[src/design/usb_irq_regs.svh]
// Register offsets, field positions and reset values of the interrupt block
`ifndef USB_IRQ_REGS_SVH
`define USB_IRQ_REGS_SVH

// Byte offsets on the register bus
`define TX_STAT_OFF    8'h00
`define RX_STAT_OFF    8'h04
`define TX_MASK_OFF    8'h08
`define RX_MASK_OFF    8'h0C
`define BUS_STAT_OFF   8'h10
`define BUS_MASK_OFF   8'h14
`define CORE_CTRL_OFF  8'h18

// Implemented field widths
`define EP_FLAG_W      5
`define BUS_FLAG_W     8

// Reset values
`define TX_MASK_RST    5'h1F
`define RX_MASK_RST    5'h1E
`define BUS_MASK_RST   8'h06
`define CTRL_RST       1'h0

// Field positions
`define RX_RESV_BIT    0
`define DIRECT_IRQ_BIT 0

// Bus responses
`define RESP_OKAY      2'h0
`define RESP_SLVERR    2'h2

`endif

[src/design/usb_irq_pkg.sv]
// Types shared by the interrupt block and its bench
package usb_irq_pkg;

    // Common bus events, bit 7 down to bit 0
    typedef struct packed {
        logic supply_drop_flag;
        logic session_request_flag;
        logic detach_flag;
        logic attach_flag;
        logic frame_start_flag;
        logic reset_babble_flag;
        logic resume_flag;
        logic suspend_flag;
    } usb_events_t;

    // Operating mode seen by the protocol engine
    typedef struct packed {
        logic host_mode;
        logic a_device;
        logic suspended;
    } usb_mode_t;

    // Whole state of the block
    typedef struct packed {
        logic [4:0]  tx_stat;
        logic [4:0]  rx_stat;
        logic [4:0]  tx_mask;
        logic [4:0]  rx_mask;
        usb_events_t bus_stat;
        logic [7:0]  bus_mask;
        logic        direct_irq_select;
        logic        aw_held;
        logic [7:0]  aw_addr;
        logic        w_held;
        logic [31:0] w_data;
        logic [3:0]  w_strb;
        logic        bvalid;
        logic [1:0]  bresp;
        logic        rvalid;
        logic [31:0] rdata;
        logic [1:0]  rresp;
        logic        irq;
    } irq_state_t;

endpackage : usb_irq_pkg

[src/design/usb_core_interrupt_flags.sv]
// Interrupt flags, masks and AXI4-Lite slave of the USB controller core
//
// The register offsets and the AXI4-Lite interface to the registers are this design's own decisions.
`timescale 1ns/1ns
`include "usb_irq_regs.svh"
// How it works
// [RULE1] Status read clears every flag it returned
// [RULE2] Software reads status only in direct mode
// [RULE3] Tx status: endpoint 0 bit 0, 1-4 above
// [RULE4] Rx status: endpoints 1-4 at bits 1-4
// [RULE5] Status bits read-only, reset zero, writes ignored
// [RULE6] Tx mask bits 0-4, reset to one
// [RULE7] Rx mask bits 1-4, reset one, bit 0 zero
// [RULE8] Bit 7 supply drop, A-side only
// [RULE9] Bit 6 session request, A-side only
// [RULE10] Bit 5 detach in host, session end otherwise
// [RULE11] Bit 4 attach, host mode only
// [RULE12] Bit 3 set on every new frame
// [RULE13] Bit 2 reset in peripheral, babble in host
// [RULE14] Bit 1 resume while suspended
// [RULE15] Bit 0 suspend, peripheral mode only
// [RULE16] Bus mask resets with bits 2,1 set
// [RULE17] Interrupt high while enabled flag pending
module usb_core_interrupt_flags
    import usb_irq_pkg::*;
#(
    parameter int ADDR_W = 8    // Register bus address width
) (
    // Clock and reset
    input  wire logic              clock_in,
    input  wire logic              arst_n_in,
    // Protocol engine events, one-cycle pulses
    input  wire logic [4:0]        tx_events_in,
    input  wire logic [3:0]        rx_events_in,
    input  wire usb_events_t       bus_events_in,
    input  wire usb_mode_t         mode_in,
    // AXI4-Lite write address and data
    input  wire logic [ADDR_W-1:0] awaddr_in,
    input  wire logic              awvalid_in,
    output logic                   awready_out,
    input  wire logic [31:0]       wdata_in,
    input  wire logic [3:0]        wstrb_in,
    input  wire logic              wvalid_in,
    output logic                   wready_out,
    // AXI4-Lite write response
    output logic [1:0]             bresp_out,
    output logic                   bvalid_out,
    input  wire logic              bready_in,
    // AXI4-Lite read
    input  wire logic [ADDR_W-1:0] araddr_in,
    input  wire logic              arvalid_in,
    output logic                   arready_out,
    output logic [31:0]            rdata_out,
    output logic [1:0]             rresp_out,
    output logic                   rvalid_out,
    input  wire logic              rready_in,
    // Core outputs
    output logic                   irq_out,
    output logic                   direct_irq_select_out
);

    // Decode needs at least the byte offsets used
    if (ADDR_W < 5 || ADDR_W > 32) begin : g_bad_addr
        $error("ADDR_W must lie between 5 and 32");
    end

    logic       rst_meta_q;     // First reset stage, read only by second
    logic       rst_n_q;        // Released reset used by the design
    irq_state_t q;              // Registered state
    irq_state_t d;              // Next state
    logic [7:0] rd_off;         // Read byte offset
    logic       rd_take;        // Read address taken this edge
    logic       wr_do;          // Held write is performed this edge
    logic [4:0] tx_set;         // Tx flags raised this cycle
    logic [4:0] rx_set;         // Rx flags raised this cycle
    usb_events_t bus_set;       // Qualified bus events
    logic [4:0] tx_clr;         // Tx flags cleared by a read
    logic [4:0] rx_clr;         // Rx flags cleared by a read
    logic [7:0] bus_clr;        // Bus flags cleared by a read

    // Reset release through two stages; assertion stays asynchronous
    always_ff @(posedge clock_in or negedge arst_n_in) begin
        if (!arst_n_in) begin
            rst_meta_q <= 1'b0;
            rst_n_q    <= 1'b0;
        end else begin
            rst_meta_q <= 1'b1;
            rst_n_q    <= rst_meta_q;
        end
    end

    // Handshake outputs are combinational from held state
    assign awready_out = !q.aw_held && !q.bvalid;
    assign wready_out  = !q.w_held && !q.bvalid;
    assign arready_out = !q.rvalid;
    assign rd_take     = arvalid_in && arready_out;
    assign rd_off      = 8'(araddr_in);
    assign wr_do       = q.aw_held && q.w_held && !q.bvalid;

    // Data outputs come straight from flip-flops
    assign bvalid_out            = q.bvalid;
    assign bresp_out             = q.bresp;
    assign rvalid_out            = q.rvalid;
    assign rdata_out             = q.rdata;
    assign rresp_out             = q.rresp;
    assign irq_out               = q.irq;
    assign direct_irq_select_out = q.direct_irq_select;

    // Endpoint flags pass straight through
    assign tx_set = tx_events_in;                   // [RULE3]
    assign rx_set = {rx_events_in, 1'b0};           // [RULE4]

    // Bus events qualified by mode before they reach a flag
    always_comb begin
        bus_set = bus_events_in;
        // Supply drop and session request only as A-side device
        bus_set.supply_drop_flag =
            bus_events_in.supply_drop_flag && mode_in.a_device;      // [RULE8]
        bus_set.session_request_flag =
            bus_events_in.session_request_flag && mode_in.a_device;  // [RULE9]
        // Engine reports detach or session end per mode alike
        bus_set.detach_flag = bus_events_in.detach_flag;             // [RULE10]
        // Attach has meaning only as host
        bus_set.attach_flag =
            bus_events_in.attach_flag && mode_in.host_mode;          // [RULE11]
        bus_set.frame_start_flag = bus_events_in.frame_start_flag;   // [RULE12]
        // Reset as peripheral, babble as host, one input
        bus_set.reset_babble_flag = bus_events_in.reset_babble_flag; // [RULE13]
        // Resume counts only while suspended
        bus_set.resume_flag =
            bus_events_in.resume_flag && mode_in.suspended;          // [RULE14]
        // Suspend counts only as peripheral
        bus_set.suspend_flag =
            bus_events_in.suspend_flag && !mode_in.host_mode;        // [RULE15]
    end

    // Next state: bus slave, flags and interrupt line
    always_comb begin
        d       = q;
        tx_clr  = '0;
        rx_clr  = '0;
        bus_clr = '0;

        // Capture write address and data in either order
        if (awvalid_in && awready_out) begin
            d.aw_held = 1'b1;
            d.aw_addr = 8'(awaddr_in);
        end
        if (wvalid_in && wready_out) begin
            d.w_held = 1'b1;
            d.w_data = wdata_in;
            d.w_strb = wstrb_in;
        end

        // Response retires on its handshake
        if (q.bvalid && bready_in) begin
            d.bvalid = 1'b0;
        end
        if (q.rvalid && rready_in) begin
            d.rvalid = 1'b0;
        end

        // Perform the write once both halves are in
        if (wr_do) begin
            d.aw_held = 1'b0;
            d.w_held  = 1'b0;
            d.bvalid  = 1'b1;
            d.bresp   = `RESP_OKAY;
            // Only the low byte carries writable bits
            if (q.aw_addr == `TX_MASK_OFF) begin
                if (q.w_strb[0]) begin
                    d.tx_mask = q.w_data[4:0];                       // [RULE6]
                end
            end else if (q.aw_addr == `RX_MASK_OFF) begin
                if (q.w_strb[0]) begin
                    d.rx_mask = q.w_data[4:0];                       // [RULE7]
                    d.rx_mask[`RX_RESV_BIT] = 1'b0;                  // [RULE7]
                end
            end else if (q.aw_addr == `BUS_MASK_OFF) begin
                if (q.w_strb[0]) begin
                    d.bus_mask = q.w_data[7:0];                      // [RULE16]
                end
            end else if (q.aw_addr == `CORE_CTRL_OFF) begin
                if (q.w_strb[0]) begin
                    d.direct_irq_select = q.w_data[`DIRECT_IRQ_BIT];
                end
            end else if (q.aw_addr == `TX_STAT_OFF || q.aw_addr == `RX_STAT_OFF ||
                         q.aw_addr == `BUS_STAT_OFF) begin
                // Status is read-only; accepted and dropped
                d.bresp = `RESP_OKAY;                                // [RULE5]
            end else begin
                // Unmapped address
                d.bresp = `RESP_SLVERR;
            end
        end

        // Read: data sampled from current flags, then flags cleared
        if (rd_take) begin
            d.rvalid = 1'b1;
            d.rdata  = '0;
            d.rresp  = `RESP_OKAY;
            if (rd_off == `TX_STAT_OFF) begin
                d.rdata[4:0] = q.tx_stat;                            // [RULE3]
                tx_clr       = '1;                                   // [RULE1]
            end else if (rd_off == `RX_STAT_OFF) begin
                d.rdata[4:0] = q.rx_stat;                            // [RULE4]
                rx_clr       = '1;                                   // [RULE1]
            end else if (rd_off == `TX_MASK_OFF) begin
                d.rdata[4:0] = q.tx_mask;
            end else if (rd_off == `RX_MASK_OFF) begin
                d.rdata[4:0] = q.rx_mask;
            end else if (rd_off == `BUS_STAT_OFF) begin
                d.rdata[7:0] = q.bus_stat;
                bus_clr      = '1;                                   // [RULE1]
            end else if (rd_off == `BUS_MASK_OFF) begin
                d.rdata[7:0] = q.bus_mask;
            end else if (rd_off == `CORE_CTRL_OFF) begin
                d.rdata[`DIRECT_IRQ_BIT] = q.direct_irq_select;
            end else begin
                d.rresp = `RESP_SLVERR;
            end
        end

        // Set wins over clear so a same-cycle event is never lost
        d.tx_stat  = (q.tx_stat & ~tx_clr) | tx_set;                 // [RULE1]
        d.rx_stat  = (q.rx_stat & ~rx_clr) | rx_set;                 // [RULE1]
        d.bus_stat = (q.bus_stat & ~bus_clr) | bus_set;              // [RULE1]
        d.rx_stat[`RX_RESV_BIT] = 1'b0;                              // [RULE4]

        // Line follows the flags it will hold next cycle
        d.irq = |(d.tx_stat & d.tx_mask) || |(d.rx_stat & d.rx_mask) ||
                |(d.bus_stat & d.bus_mask);                          // [RULE17]
    end

    // State register; only constants under reset
    always_ff @(posedge clock_in or negedge rst_n_q) begin
        if (!rst_n_q) begin
            q                   <= '0;                               // [RULE5]
            q.tx_mask           <= `TX_MASK_RST;                     // [RULE6]
            q.rx_mask           <= `RX_MASK_RST;                     // [RULE7]
            q.bus_mask          <= `BUS_MASK_RST;                    // [RULE16]
            q.direct_irq_select <= `CTRL_RST;
        end else begin
            q <= d;
        end
    end

    logic wr_status;            // Held write targets a status register
    logic quiet_ev;             // No protocol event this cycle
    logic after_rst_q;          // High from the first clock after release
    assign wr_status = wr_do && (q.aw_addr == `TX_STAT_OFF ||
                       q.aw_addr == `RX_STAT_OFF || q.aw_addr == `BUS_STAT_OFF);
    assign quiet_ev  = tx_events_in == '0 && rx_events_in == '0 && bus_events_in == '0;
    always_ff @(posedge clock_in or negedge rst_n_q) begin
        if (!rst_n_q) begin
            after_rst_q <= 1'b0;
        end else begin
            after_rst_q <= 1'b1;
        end
    end
endmodule : usb_core_interrupt_flags

[config.mk]
export PLATFORM = sky130hd
export DESIGN_NAME = usb_core_interrupt_flags
export DESIGN_NICKNAME = d
export VERILOG_FILES = /design/src/design/usb_irq_pkg.sv /design/src/design/usb_core_interrupt_flags.sv
export VERILOG_INCLUDE_DIRS = /design/src /design/src/design
export SDC_FILE = /design/constraint.sdc
export NUM_CORES = 1
export LEC_CHECK = 0
export BUFFER_PORTS_ARGS = -buffer_cell sky130_fd_sc_hd__buf_2
export CORE_AREA = 2 2 82 84
export CTS_CLUSTER_SIZE = 24
export DETAILED_ROUTE_END_ITERATION = 7
export DIE_AREA = 0 0 84 86
export HOLD_SLACK_MARGIN = 0.12
export PLACE_DENSITY = 0.89
export SLEW_MARGIN = 10
export SYNTH_ARGS = -nofsm -noshare
export SYNTH_HDL_FRONTEND = slang
export SYNTH_SLANG_ARGS = --single-unit
[constraint.sdc]
create_clock -name clock_in -period 3.1 [get_ports clock_in]
set_input_delay 0.62 -clock clock_in [delete_from_list [all_inputs] [get_ports clock_in]]
set_output_delay 0.62 -clock clock_in [all_outputs]
set_load 0.01 [all_outputs]
== Word level (Yosys, flattened, before mapping) ==
Index checks and enable logic that the tools add are counted.

* Register bits: 99
* Output and inout port bits: 43
* Logic and storage cells: 143

* Eq/ne operators: 12
* Multiplexer cells: 56
* Bitwise gates (word level): 15
* Reduce and logical (&&, ||, !) cells: 33

{| class="wikitable"
|+ Operators with widths
! operator !! number
|-
| $mux W8 || 9
|-
| $mux W5 || 14
|-
| $eq A8 B5 Y1 const B || 6
|-
| $mux W37 || 1
|-
| $mux W35 || 1
|-
| $eq A8 B4 Y1 const B || 4
|-
| $mux W9 || 3
|-
| $mux W2 || 12
|-
| $and A5 B5 Y5 || 4
|-
| $mux W10 || 2
|-
| $and A8 B8 Y8 || 2
|-
| $eq A8 B3 Y1 const B || 2
|-
| $logic_not A8 Y1 || 2
|-
| $mux W3 || 5
|-
| $logic_and A1 B1 Y1 || 14
|-
| $not A5 Y5 || 2
|-
| $or A5 B5 Y5 || 2
|-
| $reduce_or A5 Y1 || 2
|-
| $mux W1 || 8
|-
| $not A8 Y8 || 1
|-
| $or A8 B8 Y8 || 1
|-
| $reduce_bool A2 Y1 || 4
|-
| $reduce_or A8 Y1 || 1
|-
| $mux W7 || 1
|-
| 4 further kinds || 13
|}

== Depth between registers and ports, before layout ==
Gate-level depths: netlist of the first run.

* Word-level depth: 13
* Gate-level depth with buffers: 8
* Depth with buffers taken out: 6

== Worst setup path before layout of the first run ==
No wires, ideal clock.

* Path kind: register -> register
* Start point: register q[76] (netlist name)
* End point: register q, in the netlist irq_out
* Arrival time: 2.678 ns
* Required time: 2.961 ns
* Setup slack: 0.283 ns
* Cell stages (with the launch flop): 8
* Path buffers: 1
* Cells stage by stage: dfrtp_1 or4_1 clkbuf_2 nor4_2 mux2_2 a22o_1 a2111oi_2 nand3_1

{| class="wikitable"
|+ RTL lines
! item !! line !! text
|-
| start, declared || usb_core_interrupt_flags.sv:69 || <nowiki>irq_state_t q;</nowiki>
|}

==> results.py, run 1 <==
metrics = {
    "run_status": {
        "run_status": "completed",
    },
    "timing": {
        "max_freq_ghz": 0.356,
        "finalSetupViolCount": 0,
        "fin_crit_sh_pct": 90.7,
        "slew_headroom_pct": 55.4,
        "finalHoldViolCount": 0,
        "worstMarginPinSlew_ps": 668,
        "min_period_ps": 2810,
        "finalMaxSlewViolations": 0,
        "whs_ps": 232,
        "rsz0062_at_grt": "no",
        "fin_skew_ps": 7.76,
        "timing.final.ws_setup_ps": 289,
        "fin_setup_tns_ps": 0,
    },
    "clocking": {
        "cts_tree": "done",
        "cts_resized": 0,
        "clkTransAtPathRegs_ps": 80,
        "insertion_delay_ps": 340,
        "ctsHtreeMaxLevel": 3,
        "clock_sinks": 69,
        "numCtsBuffers": 9,
        "root_buffer": "clkbuf_8",
        "cts_max_path_buffers": 2,
    },
    "critical_path": {
        "critPathBufInv": 1,
        "cp_top_family": "simple AND/OR/NAND/NOR gates",
        "critical-path-max-stage-delay_ps": 640,
        "reg2reg_depth": 7,
        "rr_startpoint": "q[76]$_DFFE_PN0P_",
        "path_max_fanout": 8,
        "end_kind": "flop",
        "cp-start-kind": "flop",
        "reg2reg_to": "irq_out$_DFF_PN0_",
        "slowest_stage": "or4_1",
        "reg2reg_slack_ps": 290,
        "path_class": "reg -> reg",
        "cp.arrival_ps": 3020,
        "cp.required_ps": 3310,
        "crit_chain": "or4_1, nor4_2, buf_4, mux2_2, a2bb2o_1, nor4_1, nand3_1",
    },
    "placed_design": {
        "post-place-ws_ps": 258,
        "post-dp-hpwl_mm": 5.29,
        "dpl_cell_area_sq_um": 3540,
        "place.gp.congestion": 0.837,
        "port_buffers": 68,
        "placed_cells": 415,
    },
    "synth": {
        "yosys.area.top_type": "dfrtp_1",
        "yosysSeqAreaShare_pct": 53.3,
        "avgSynthCellArea_sq_um": 11.5,
        "yosysWarnings": 0,
        "synthAdderAreaFrac_pct": 0,
        "synth_top_family_by_area": "compound AO/OA/AOI/OAI gates",
        "synth_compound_area_share_pct": 14.3,
        "synthSimpleGateAreaFrac_pct": 9.51,
        "yosysTopAreaCellShare_pct": 44.5,
        "syn_area_sq_um": 3260,
        "ys_types": 43,
        "syn_inst": 283,
        "synth-xor-area-share_pct": 0,
        "ys_ff_latch": 69,
        "synth.mux.area_fraction_pct": 12.2,
        "synth_area_leaders": "dfrtp_1, mux2_2, dfstp_2, buf_4, a21o_1",
    },
    "run": {
        "drv_cap": 0,
    },
    "route": {
        "route.detailed.wl_per_inst_um": 16.6,
        "viasPerCell": 5.62,
        "drc_errors": 0,
        "drt_iter0_markers": 220,
        "wl_mm": 7.19,
        "num_vias": 2426,
        "drt-pass1-iter-count": 4,
        "ant_nets": 0,
    },
    "power": {
        "p_leak_nw": 1.74,
        "power.total_mw": 2.70,
        "power_density_nw_per_um2": 711,
        "ir_worst_vdd_mv": 0.438,
    },
    "global_routing": {
        "gr-total-overflow": 0,
        "grt_pass1_vias": 2431,
        "grt_usage_pct": 21.3,
        "grt_first_pass_wirelength_mm": 11.8,
        "grt_max_degree": 46,
        "antenna_found_initial": 0,
    },
    "floorplan": {
        "floorplan.die_area_sq_um": 7220,
        "die_x_um": 84,
        "core_sq_um": 6280,
        "die-height_um": 86,
        "io_pins": 122,
        "initial_core_util_pct": 52.0,
        "rows": 29,
    },
    "final_layout": {
        "stdcell_area_sq_um": 3800,
        "top_register": "q",
        "num_antenna_cells": 0,
        "syn_to_final_growth_pct": 16.4,
        "fillCellCount": 499,
        "fin_nets": 429,
        "stdcell_count": 432,
        "drive_above_1_share_pct": 39.4,
        "largest_reg_flops": 53,
        "post-route-util_pct": 60.5,
    },
    "hold_path": {
        "hold_class": "reg -> async",
    },
}
[cells by family (layout without fill, tap and decap cells)]
group,Yosys count,after routing
flops,69,69
compound gates,65,65
other cells,2,27
buf+inv,54,101
mux,35,35
simple gates,58,58
[cells in the mapped netlist]
master     instances
dfstp_2           11
mux2_2            33
a21boi_0           1
dfrtp_1           58
nand4_1            3
nor4_2             1
and3_1             2
a2111oi_2          1
a22o_1             9
o21a_1             2
nand2b_1           1
nor3_1             2
a21oi_1            5
nand3_1            5
clkbuf_2           1
a222oi_1           1
a32oi_1            1
a22oi_1            8
buf_4             36
nand4b_1           1
a221oi_1           3
mux2i_1            1
o31ai_1            1
o2111ai_1          1
nor2_1            11
inv_1              9
buf_2              1
nand3b_1           3
nor3b_1            1
o21ai_0           16
nor4_1             4
a2bb2o_1           1
clkbuf_1           7
or4_1              2
or4_2              1
a41oi_1            1
mux2_4             1
and2_1             2
nor2b_1            5
conb_1             2
a2bb2oi_1          1
a21o_1            13
nand2_1           14
[metal layers]
metal	routed length [um]	vias to the layer above	global-route usage, %
li1	-	1090	-
met2	3720	112	36.9
met1	2830	1209	25.4
met3	484	15	5.58
met4	154	0	8.65
met5	0	-	0
[worst register-to-register path, cell delays in order (launching register included)]
cell and delay, ps:
dfrtp_1 390, or4_1 640, nor4_2 270, buf_4 220, mux2_2 360, a2bb2o_1 320, nor4_1 360, nand3_1 130
[cell usage in the layout (no fill, tap or decap), types with 2 or more instances in the layout]
master,instances
dfrtp_1,57
buf_4,7
a21oi_1,5
mux2_2,33
a221oi_1,3
a21o_1,13
nand2_1,14
dfstp_2,11
o21a_1,2
a22o_1,9
and3_1,2
nor2_1,11
a22oi_1,8
nand3_1,5
and2_1,2
o21ai_0,16
clkbuf_8,10
buf_2,68
inv_1,9
nand4_1,3
conb_1,27
nor3_1,2
nor4_1,4
bufinv_16,3
clkinvlp_4,2
nand3b_1,3
or4_1,2
nor2b_1,5
[report_power, final]
part / switching (mW) / internal (mW) / leakage, nW / total, mW
Sequential: 0.165 / 1.10 / 0.771 / 1.27
Combinational: 0.266 / 0.286 / 0.854 / 0.552
Clock: 0.329 / 0.554 / 0.119 / 0.883
Total: 0.760 / 1.94 / 1.74 / 2.70
[final cells by class]
cell class              instances  area, sq um  share of cell area, %
clock inverters                 6          110                   2.90
flip-flops and latches         69         1740                   45.8
inverters                       9         33.8                  0.889
multi-input cells             185         1280                   33.6
well taps                      77         96.3                   2.54
clock buffers                  10          138                   3.62
repair buffers                 76          403                   10.6
[worst max path at each step]
| stage | startpoint | endpoint | slack [ps] | depth (start not counted) |
|---|---|---|---|---|
| finish | q[76]$_DFFE_PN0P_ | irq_out$_DFF_PN0_ | 290 | 7 |
| floorplan | q[76]$_DFFE_PN0P_ | irq_out$_DFF_PN0_ | 280 | 7 |
| detailed placement | q[76]$_DFFE_PN0P_ | irq_out$_DFF_PN0_ | 260 | 6 |
| global route | q[76]$_DFFE_PN0P_ | irq_out$_DFF_PN0_ | 80 | 7 |
| CTS | q[76]$_DFFE_PN0P_ | irq_out$_DFF_PN0_ | 260 | 6 |
| global placement | q[76]$_DFFE_PN0P_ | irq_out$_DFF_PN0_ | 310 | 6 |
[what timing repair did]
action                                 in CTS  in global routing
buffers inserted                            0                  0
hold buffers                                1                  0
endpoints found under the hold margin       2                  0
(Power assumes the default switching activity.)
==> run 2: changes to the inputs <==
- CORE_AREA: 2 2 82 84 -> 2 2 85 87
- DIE_AREA: 0 0 84 86 -> 0 0 87 89
- PLACE_DENSITY: 0.89 -> 0.84
- clock period: 3.1 -> 2.7 ns (I/O delays scaled with it)
==> run 2 against run 1 <==
  * First-iteration DRC count is 16% lower
  * Global-route usage is 1.0 points lower
  * Clock power is 17% higher
  * Largest cell class unchanged
  * Largest power group unchanged
==> results.py, run 2 (same netlist as run 1, synthesis figures left out) <==
metrics = {
    "final_layout": {
        "regArea_sq_um": 1740,
        "layout_commonest_cell": "buf_2",
        "syn_to_final_growth_pct": 20.0,
        "drive_above_1_share_pct": 42.5,
        "fin_nets": 439,
        "stdcell_area_sq_um": 3920,
        "largest_reg_flops": 53,
        "layout_common_cells": "buf_2, dfrtp_1, mux2_2",
        "top_register": "q",
        "multi_input_area_sq_um": 1310,
        "fillCellCount": 550,
        "num_antenna_cells": 0,
    },
    "timing": {
        "rsz0062_at_grt": "no",
        "max_freq_ghz": 0.383,
        "whs_ps": 309,
        "worstMarginPinSlew_ps": 692,
        "fin_setup_tns_ps": 0,
        "finalMaxSlewViolations": 0,
        "fin_crit_sh_pct": 96.6,
        "finalHoldViolCount": 0,
        "fin_skew_ps": 7.88,
        "finalSetupViolCount": 0,
        "slew_headroom_pct": 53.8,
        "min_period_ps": 2610,
    },
    "global_routing": {
        "gr-total-overflow": 0,
        "grt_pass1_vias": 2322,
        "grt_max_degree": 32,
        "grt_usage_pct": 20.3,
        "antenna_found_initial": 0,
        "grt_first_pass_wirelength_mm": 11.6,
    },
    "placed_design": {
        "dpl_cell_area_sq_um": 3610,
        "port_buffers": 68,
        "post-dp-hpwl_mm": 5.48,
        "place.gp.congestion": 0.834,
    },
    "run": {
        "drv_cap": 0,
    },
    "route": {
        "drt_iter0_markers": 184,
        "viasPerCell": 5.45,
        "drc_errors": 0,
        "wl_mm": 7.34,
        "ant_nets": 0,
        "drt-pass1-iter-count": 4,
        "num_vias": 2427,
        "route.detailed.wl_per_inst_um": 16.5,
    },
    "hold_path": {
        "hold_class": "reg -> async",
    },
    "critical_path": {
        "cp.arrival_ps": 2820,
        "path_class": "reg -> reg",
        "reg2reg_to": "irq_out$_DFF_PN0_",
        "reg2reg_slack_ps": 90,
        "end_kind": "flop",
        "worstSetupEndpoint": "irq_out$_DFF_PN0_",
        "startpoint": "q[81]$_DFFE_PN0P_",
        "rr_startpoint": "q[81]$_DFFE_PN0P_",
        "path_max_fanout": 3,
        "cp-start-kind": "flop",
        "reg2reg_depth": 8,
        "cp.required_ps": 2910,
    },
    "clocking": {
        "cts_tree": "done",
        "root_buffer": "clkbuf_8",
        "clock_sinks": 69,
        "numCtsBuffers": 9,
        "clkTransAtPathRegs_ps": 80,
        "ctsHtreeMaxLevel": 3,
        "insertion_delay_ps": 350,
        "cts_max_path_buffers": 2,
    },
    "floorplan": {
        "initial_core_util_pct": 48.6,
        "die-height_um": 89,
        "rows": 30,
        "core_sq_um": 6720,
        "io_pins": 122,
        "floorplan.die_area_sq_um": 7740,
        "die_x_um": 87,
    },
    "power": {
        "power_density_nw_per_um2": 809,
        "power.total_mw": 3.17,
        "ir_worst_vdd_mv": 0.423,
        "p_leak_nw": 1.80,
    },
    "run_status": {
        "run_status": "completed",
    },
}
run 2: how the worst min path moves through the flow:
stage	start	endpoint	slack [ps]	cells after the start
6_report	rst_n_q$_DFF_PN0_	q[119]$_DFF_PN0_	310	0
5_1_grt	rst_meta_q$_DFF_PN0_	rst_n_q$_DFF_PN0_	360	0
2_1_floorplan	arst_n_in	rst_meta_q$_DFF_PN0_	240	0
4_1_cts	rst_n_q$_DFF_PN0_	q[119]$_DFF_PN0_	330	0
3_3_place_gp	rst_n_q$_DFF_PN0_	q[116]$_DFF_PN0_	310	0
3_5_place_dp	rst_n_q$_DFF_PN0_	q[116]$_DFF_PN0_	330	0
run 2: cell type report:
class                   count  area share (%)
flip-flops and latches     69            44.5
multi-input cells         185            33.5
repair buffers             86            12.3
clock buffers              10            3.51
clock inverters             6            2.81
well taps                  80            2.56
inverters                   9           0.863
run 2: per-stage QoR:
step           worst slack (ps)  cells  utilization [%]
2_1_floorplan              36.0    308                -
3_3_place_gp              -36.3    426             53.8
3_5_place_dp               -105    426             53.8
4_1_cts                    14.9    443             58.0
5_1_grt                   0.825    445             58.3
6_report                   90.7    445             58.3
run 2: layer usage:
layer	share of wire, %	wire length, um	up-vias	global-route usage, %
met4	2.9	211	0	12.1
met3	5.9	433	20	4.89
li1	-	-	1110	-
met5	0	0	-	0
met2	49	3590	104	31.3
met1	42	3110	1193	26.1
run 2: power by group:
| group | switching (mW) | leakage (nW) | internal [mW] |
|---|---|---|---|
| Clock | 0.395 | 0.119 | 0.636 |
| Sequential | 0.204 | 0.771 | 1.26 |
| Combinational | 0.319 | 0.915 | 0.350 |
| Total | 0.917 | 1.80 | 2.25 |
run 2: critical path: stages (launching register included):
cell and delay [ps]:
dfrtp_1 370, or4_4 570, buf_4 160, nor4_2 290, nand2_1 140, buf_4 170
mux2_2 290, a222oi_1 320, nand3_1 150
run 2: timing repair:
item                                   in CTS  in global routing
endpoints found under the hold margin       2                  0
hold buffers                                1                  0
setup endpoints to repair                   1                  1
resized for setup                           6                  2
pin swaps                                   0                  7
setup buffers                               0                  2
==> run 3: changes to the inputs <==
- ABC_AREA: default -> 1
- CORE_AREA: 2 2 85 87 -> 2 2 88 90
- DIE_AREA: 0 0 87 89 -> 0 0 90 92
- PLACE_DENSITY: 0.84 -> 0.85
==> run 3 against run 2 <==
  * Global-route usage decreased by 0.67 points
  * Critical path type unchanged
  * First-iteration DRC count is the same
  * Area after synthesis rose by 11%
  * Clock power decreased by 23%
  * Sequential power down 6%
  * Largest cell class unchanged
  * Critical endpoint unchanged
  * Die area up 6.9%
  * Final area is 5.1% higher
  * Utilization shrank 3.0 points
  * Power fell by 11%
==> results.py, run 3 <==
metrics = {
    "floorplan": {
        "core_sq_um": 7450,
        "rows": 32,
        "floorplan.die_area_sq_um": 8280,
        "die-height_um": 92,
        "die_x_um": 90,
        "initial_core_util_pct": 48.8,
        "io_pins": 122,
    },
    "placed_design": {
        "placed_cells": 592,
        "place.gp.congestion": 0.873,
        "post-dp-hpwl_mm": 5.82,
        "port_buffers": 68,
    },
    "synth": {
        "yosysMostFrequentCell": "nand2_1",
        "ys.flop_type": "dfrtp_1",
        "synthArstFlopShare_pct": 100,
        "syn_inst": 435,
        "ys_ff_latch": 69,
        "syn_area_sq_um": 3630,
        "synth_area_leaders": "dfrtp_1, nand2_1, dfstp_2, buf_4, nand3_1",
        "ys_top_cells_by_count": "nand2_1, dfrtp_1, buf_4, inv_1, nand3_1",
        "ys_types": 35,
        "yosysWarnings": 0,
        "yosysTopAreaCellShare_pct": 40.0,
        "avgSynthCellArea_sq_um": 8.35,
        "yosysSeqAreaShare_pct": 47.9,
        "yosys.area.top_type": "dfrtp_1",
        "synth_edf_count": 0,
    },
    "power": {
        "power_density_nw_per_um2": 683,
        "ir_worst_vdd_mv": 0.542,
        "p_leak_nw": 2.21,
    },
    "timing": {
        "fin_crit_sh_pct": 68.7,
        "fin_skew_ps": 5.40,
        "finalMaxSlewViolations": 0,
        "slew_headroom_pct": 46.1,
        "rsz0062_at_grt": "no",
        "finalHoldViolCount": 0,
        "worstMarginPinSlew_ps": 808,
        "max_freq_ghz": 0.539,
        "min_period_ps": 1850,
        "fin_setup_tns_ps": 0,
        "finalSetupViolCount": 0,
    },
    "final_layout": {
        "syn_to_final_growth_pct": 13.3,
        "layout_common_cells": "nand2_1, buf_2, dfrtp_1",
        "num_antenna_cells": 0,
        "drive_above_1_share_pct": 27.8,
        "fin_nets": 581,
        "layout_commonest_cell": "nand2_1",
        "largest_reg_flops": 53,
        "stdcell_count": 609,
        "top_register": "q",
        "fillCellCount": 692,
        "post-route-util_pct": 55.3,
    },
    "critical_path": {
        "critical-path-max-stage-delay_ps": 390,
        "cp_top_family": "simple AND/OR/NAND/NOR gates",
        "rr_startpoint": "rvalid_out$_DFFE_PN0P_",
        "path_max_fanout": 13,
        "cp.arrival_ps": 2080,
        "reg2reg_to": "irq_out$_DFF_PN0_",
        "critPathMostFrequentCell": "nand2_1",
        "reg2reg_depth": 10,
        "critPathBufInv": 2,
        "cp.required_ps": 2930,
        "path_class": "reg -> reg",
        "crit_chain": "inv_2, nand2_1, inv_2, nand3_2, nand2_1, nand2_1, nand3_1, nand4_1, nor2_1, nand2_1",
        "end_kind": "flop",
        "cp-start-kind": "flop",
        "slowest_stage": "dfrtp_1",
        "reg2reg_slack_ps": 850,
    },
    "clocking": {
        "numCtsBuffers": 9,
        "cts_setup_buffers": 0,
        "clkTransAtPathRegs_ps": 70,
        "root_buffer": "clkbuf_8",
        "cts_tree": "done",
        "cts_resized": 0,
        "insertion_delay_ps": 340,
        "cts_max_path_buffers": 2,
        "clock_sinks": 69,
        "ctsHtreeMaxLevel": 3,
        "holdBufCountCts": 1,
    },
    "hold_path": {
        "min_to": "rst_n_q$_DFF_PN0_",
        "hold_depth": 0,
        "min_from": "rst_meta_q$_DFF_PN0_",
        "hold_class": "reg -> reg",
    },
    "run": {
        "drv_cap": 0,
    },
    "global_routing": {
        "grt_usage_pct": 19.6,
        "grt_max_degree": 38,
        "grt_first_pass_wirelength_mm": 13.0,
        "grt_pass1_vias": 2896,
        "gr-total-overflow": 0,
        "antenna_found_initial": 0,
    },
    "route": {
        "drt_iter0_markers": 184,
        "wl_mm": 7.55,
        "viasPerCell": 4.85,
        "drt-pass1-iter-count": 4,
        "num_vias": 2951,
        "drc_errors": 0,
        "route.detailed.wl_per_inst_um": 12.4,
        "ant_nets": 0,
    },
    "run_status": {
        "run_status": "completed",
    },
}
run 3: changes by cell type in the layout (fill, tap and decap cells not counted), sizes merged, moves of 11 or more:
cell / delta
nor2: +28
a21oi: +12
buf: -15
inv: +33
mux2: -27
a21o: -11
nand2: +143
nand3: +26
run 3: where the power goes:
| group | internal [mW] | switching [mW] | total, mW |
|---|---|---|---|
| Sequential | 1.21 | 0.172 | 1.38 |
| Combinational | 0.237 | 0.403 | 0.640 |
| Clock | 0.436 | 0.357 | 0.793 |
| Total | 1.88 | 0.932 | 2.81 |
run 3: area by class of cell:
cell class              count  area, sq um  share of cell area [%]
clock buffers              16          190                    4.62
inverters                  42          158                    3.83
multi-input cells         309         1530                    37.3
flip-flops and latches     69         1740                    42.3
well taps                 102          128                    3.10
repair buffers             71          365                    8.88
run 3: worst max path at each step:
stage | startpoint | end | slack [ps] | depth (start not counted)
global placement | arvalid_in | irq_out$_DFF_PN0_ | 700 | 10
finish | rvalid_out$_DFFE_PN0P_ | irq_out$_DFF_PN0_ | 850 | 10
CTS | rvalid_out$_DFFE_PN0P_ | irq_out$_DFF_PN0_ | 830 | 10
global route | rvalid_out$_DFFE_PN0P_ | irq_out$_DFF_PN0_ | 640 | 10
detailed placement | arvalid_in | irq_out$_DFF_PN0_ | 660 | 10
floorplan | rst_n_q$_DFF_PN0_ | bresp_out[1]$_DFFE_PN0P_ | 660 | 0
run 3: kinds of logic after synthesis:
logic type | share of synthesized area, %
simple gates | 31.6
buf+inv | 12.4
flops | 47.9
compound gates | 5.41
mux | 2.45
other cells | 0.207
run 3: per-stage QoR:
step / hold slack (ps) / instance area [sq um] / total power [mW] / setup slack (ps)
2_1_floorplan: 244 / 3730 / 1.88 / 656
3_3_place_gp: 329 / 3920 / 1.99 / 703
3_5_place_dp: 330 / 3920 / 2.03 / 660
4_1_cts: 356 / 4120 / 2.83 / 831
5_1_grt: 368 / 4120 / 2.97 / 642
6_report: 352 / 4120 / 2.81 / 845
run 3: per-layer routing:
metal  share of wire (%)  track usage, %
met2                  49            32.7
met3                 6.5            5.59
met5                   0               0
met1                  44            24.5
met4                0.93            7.05
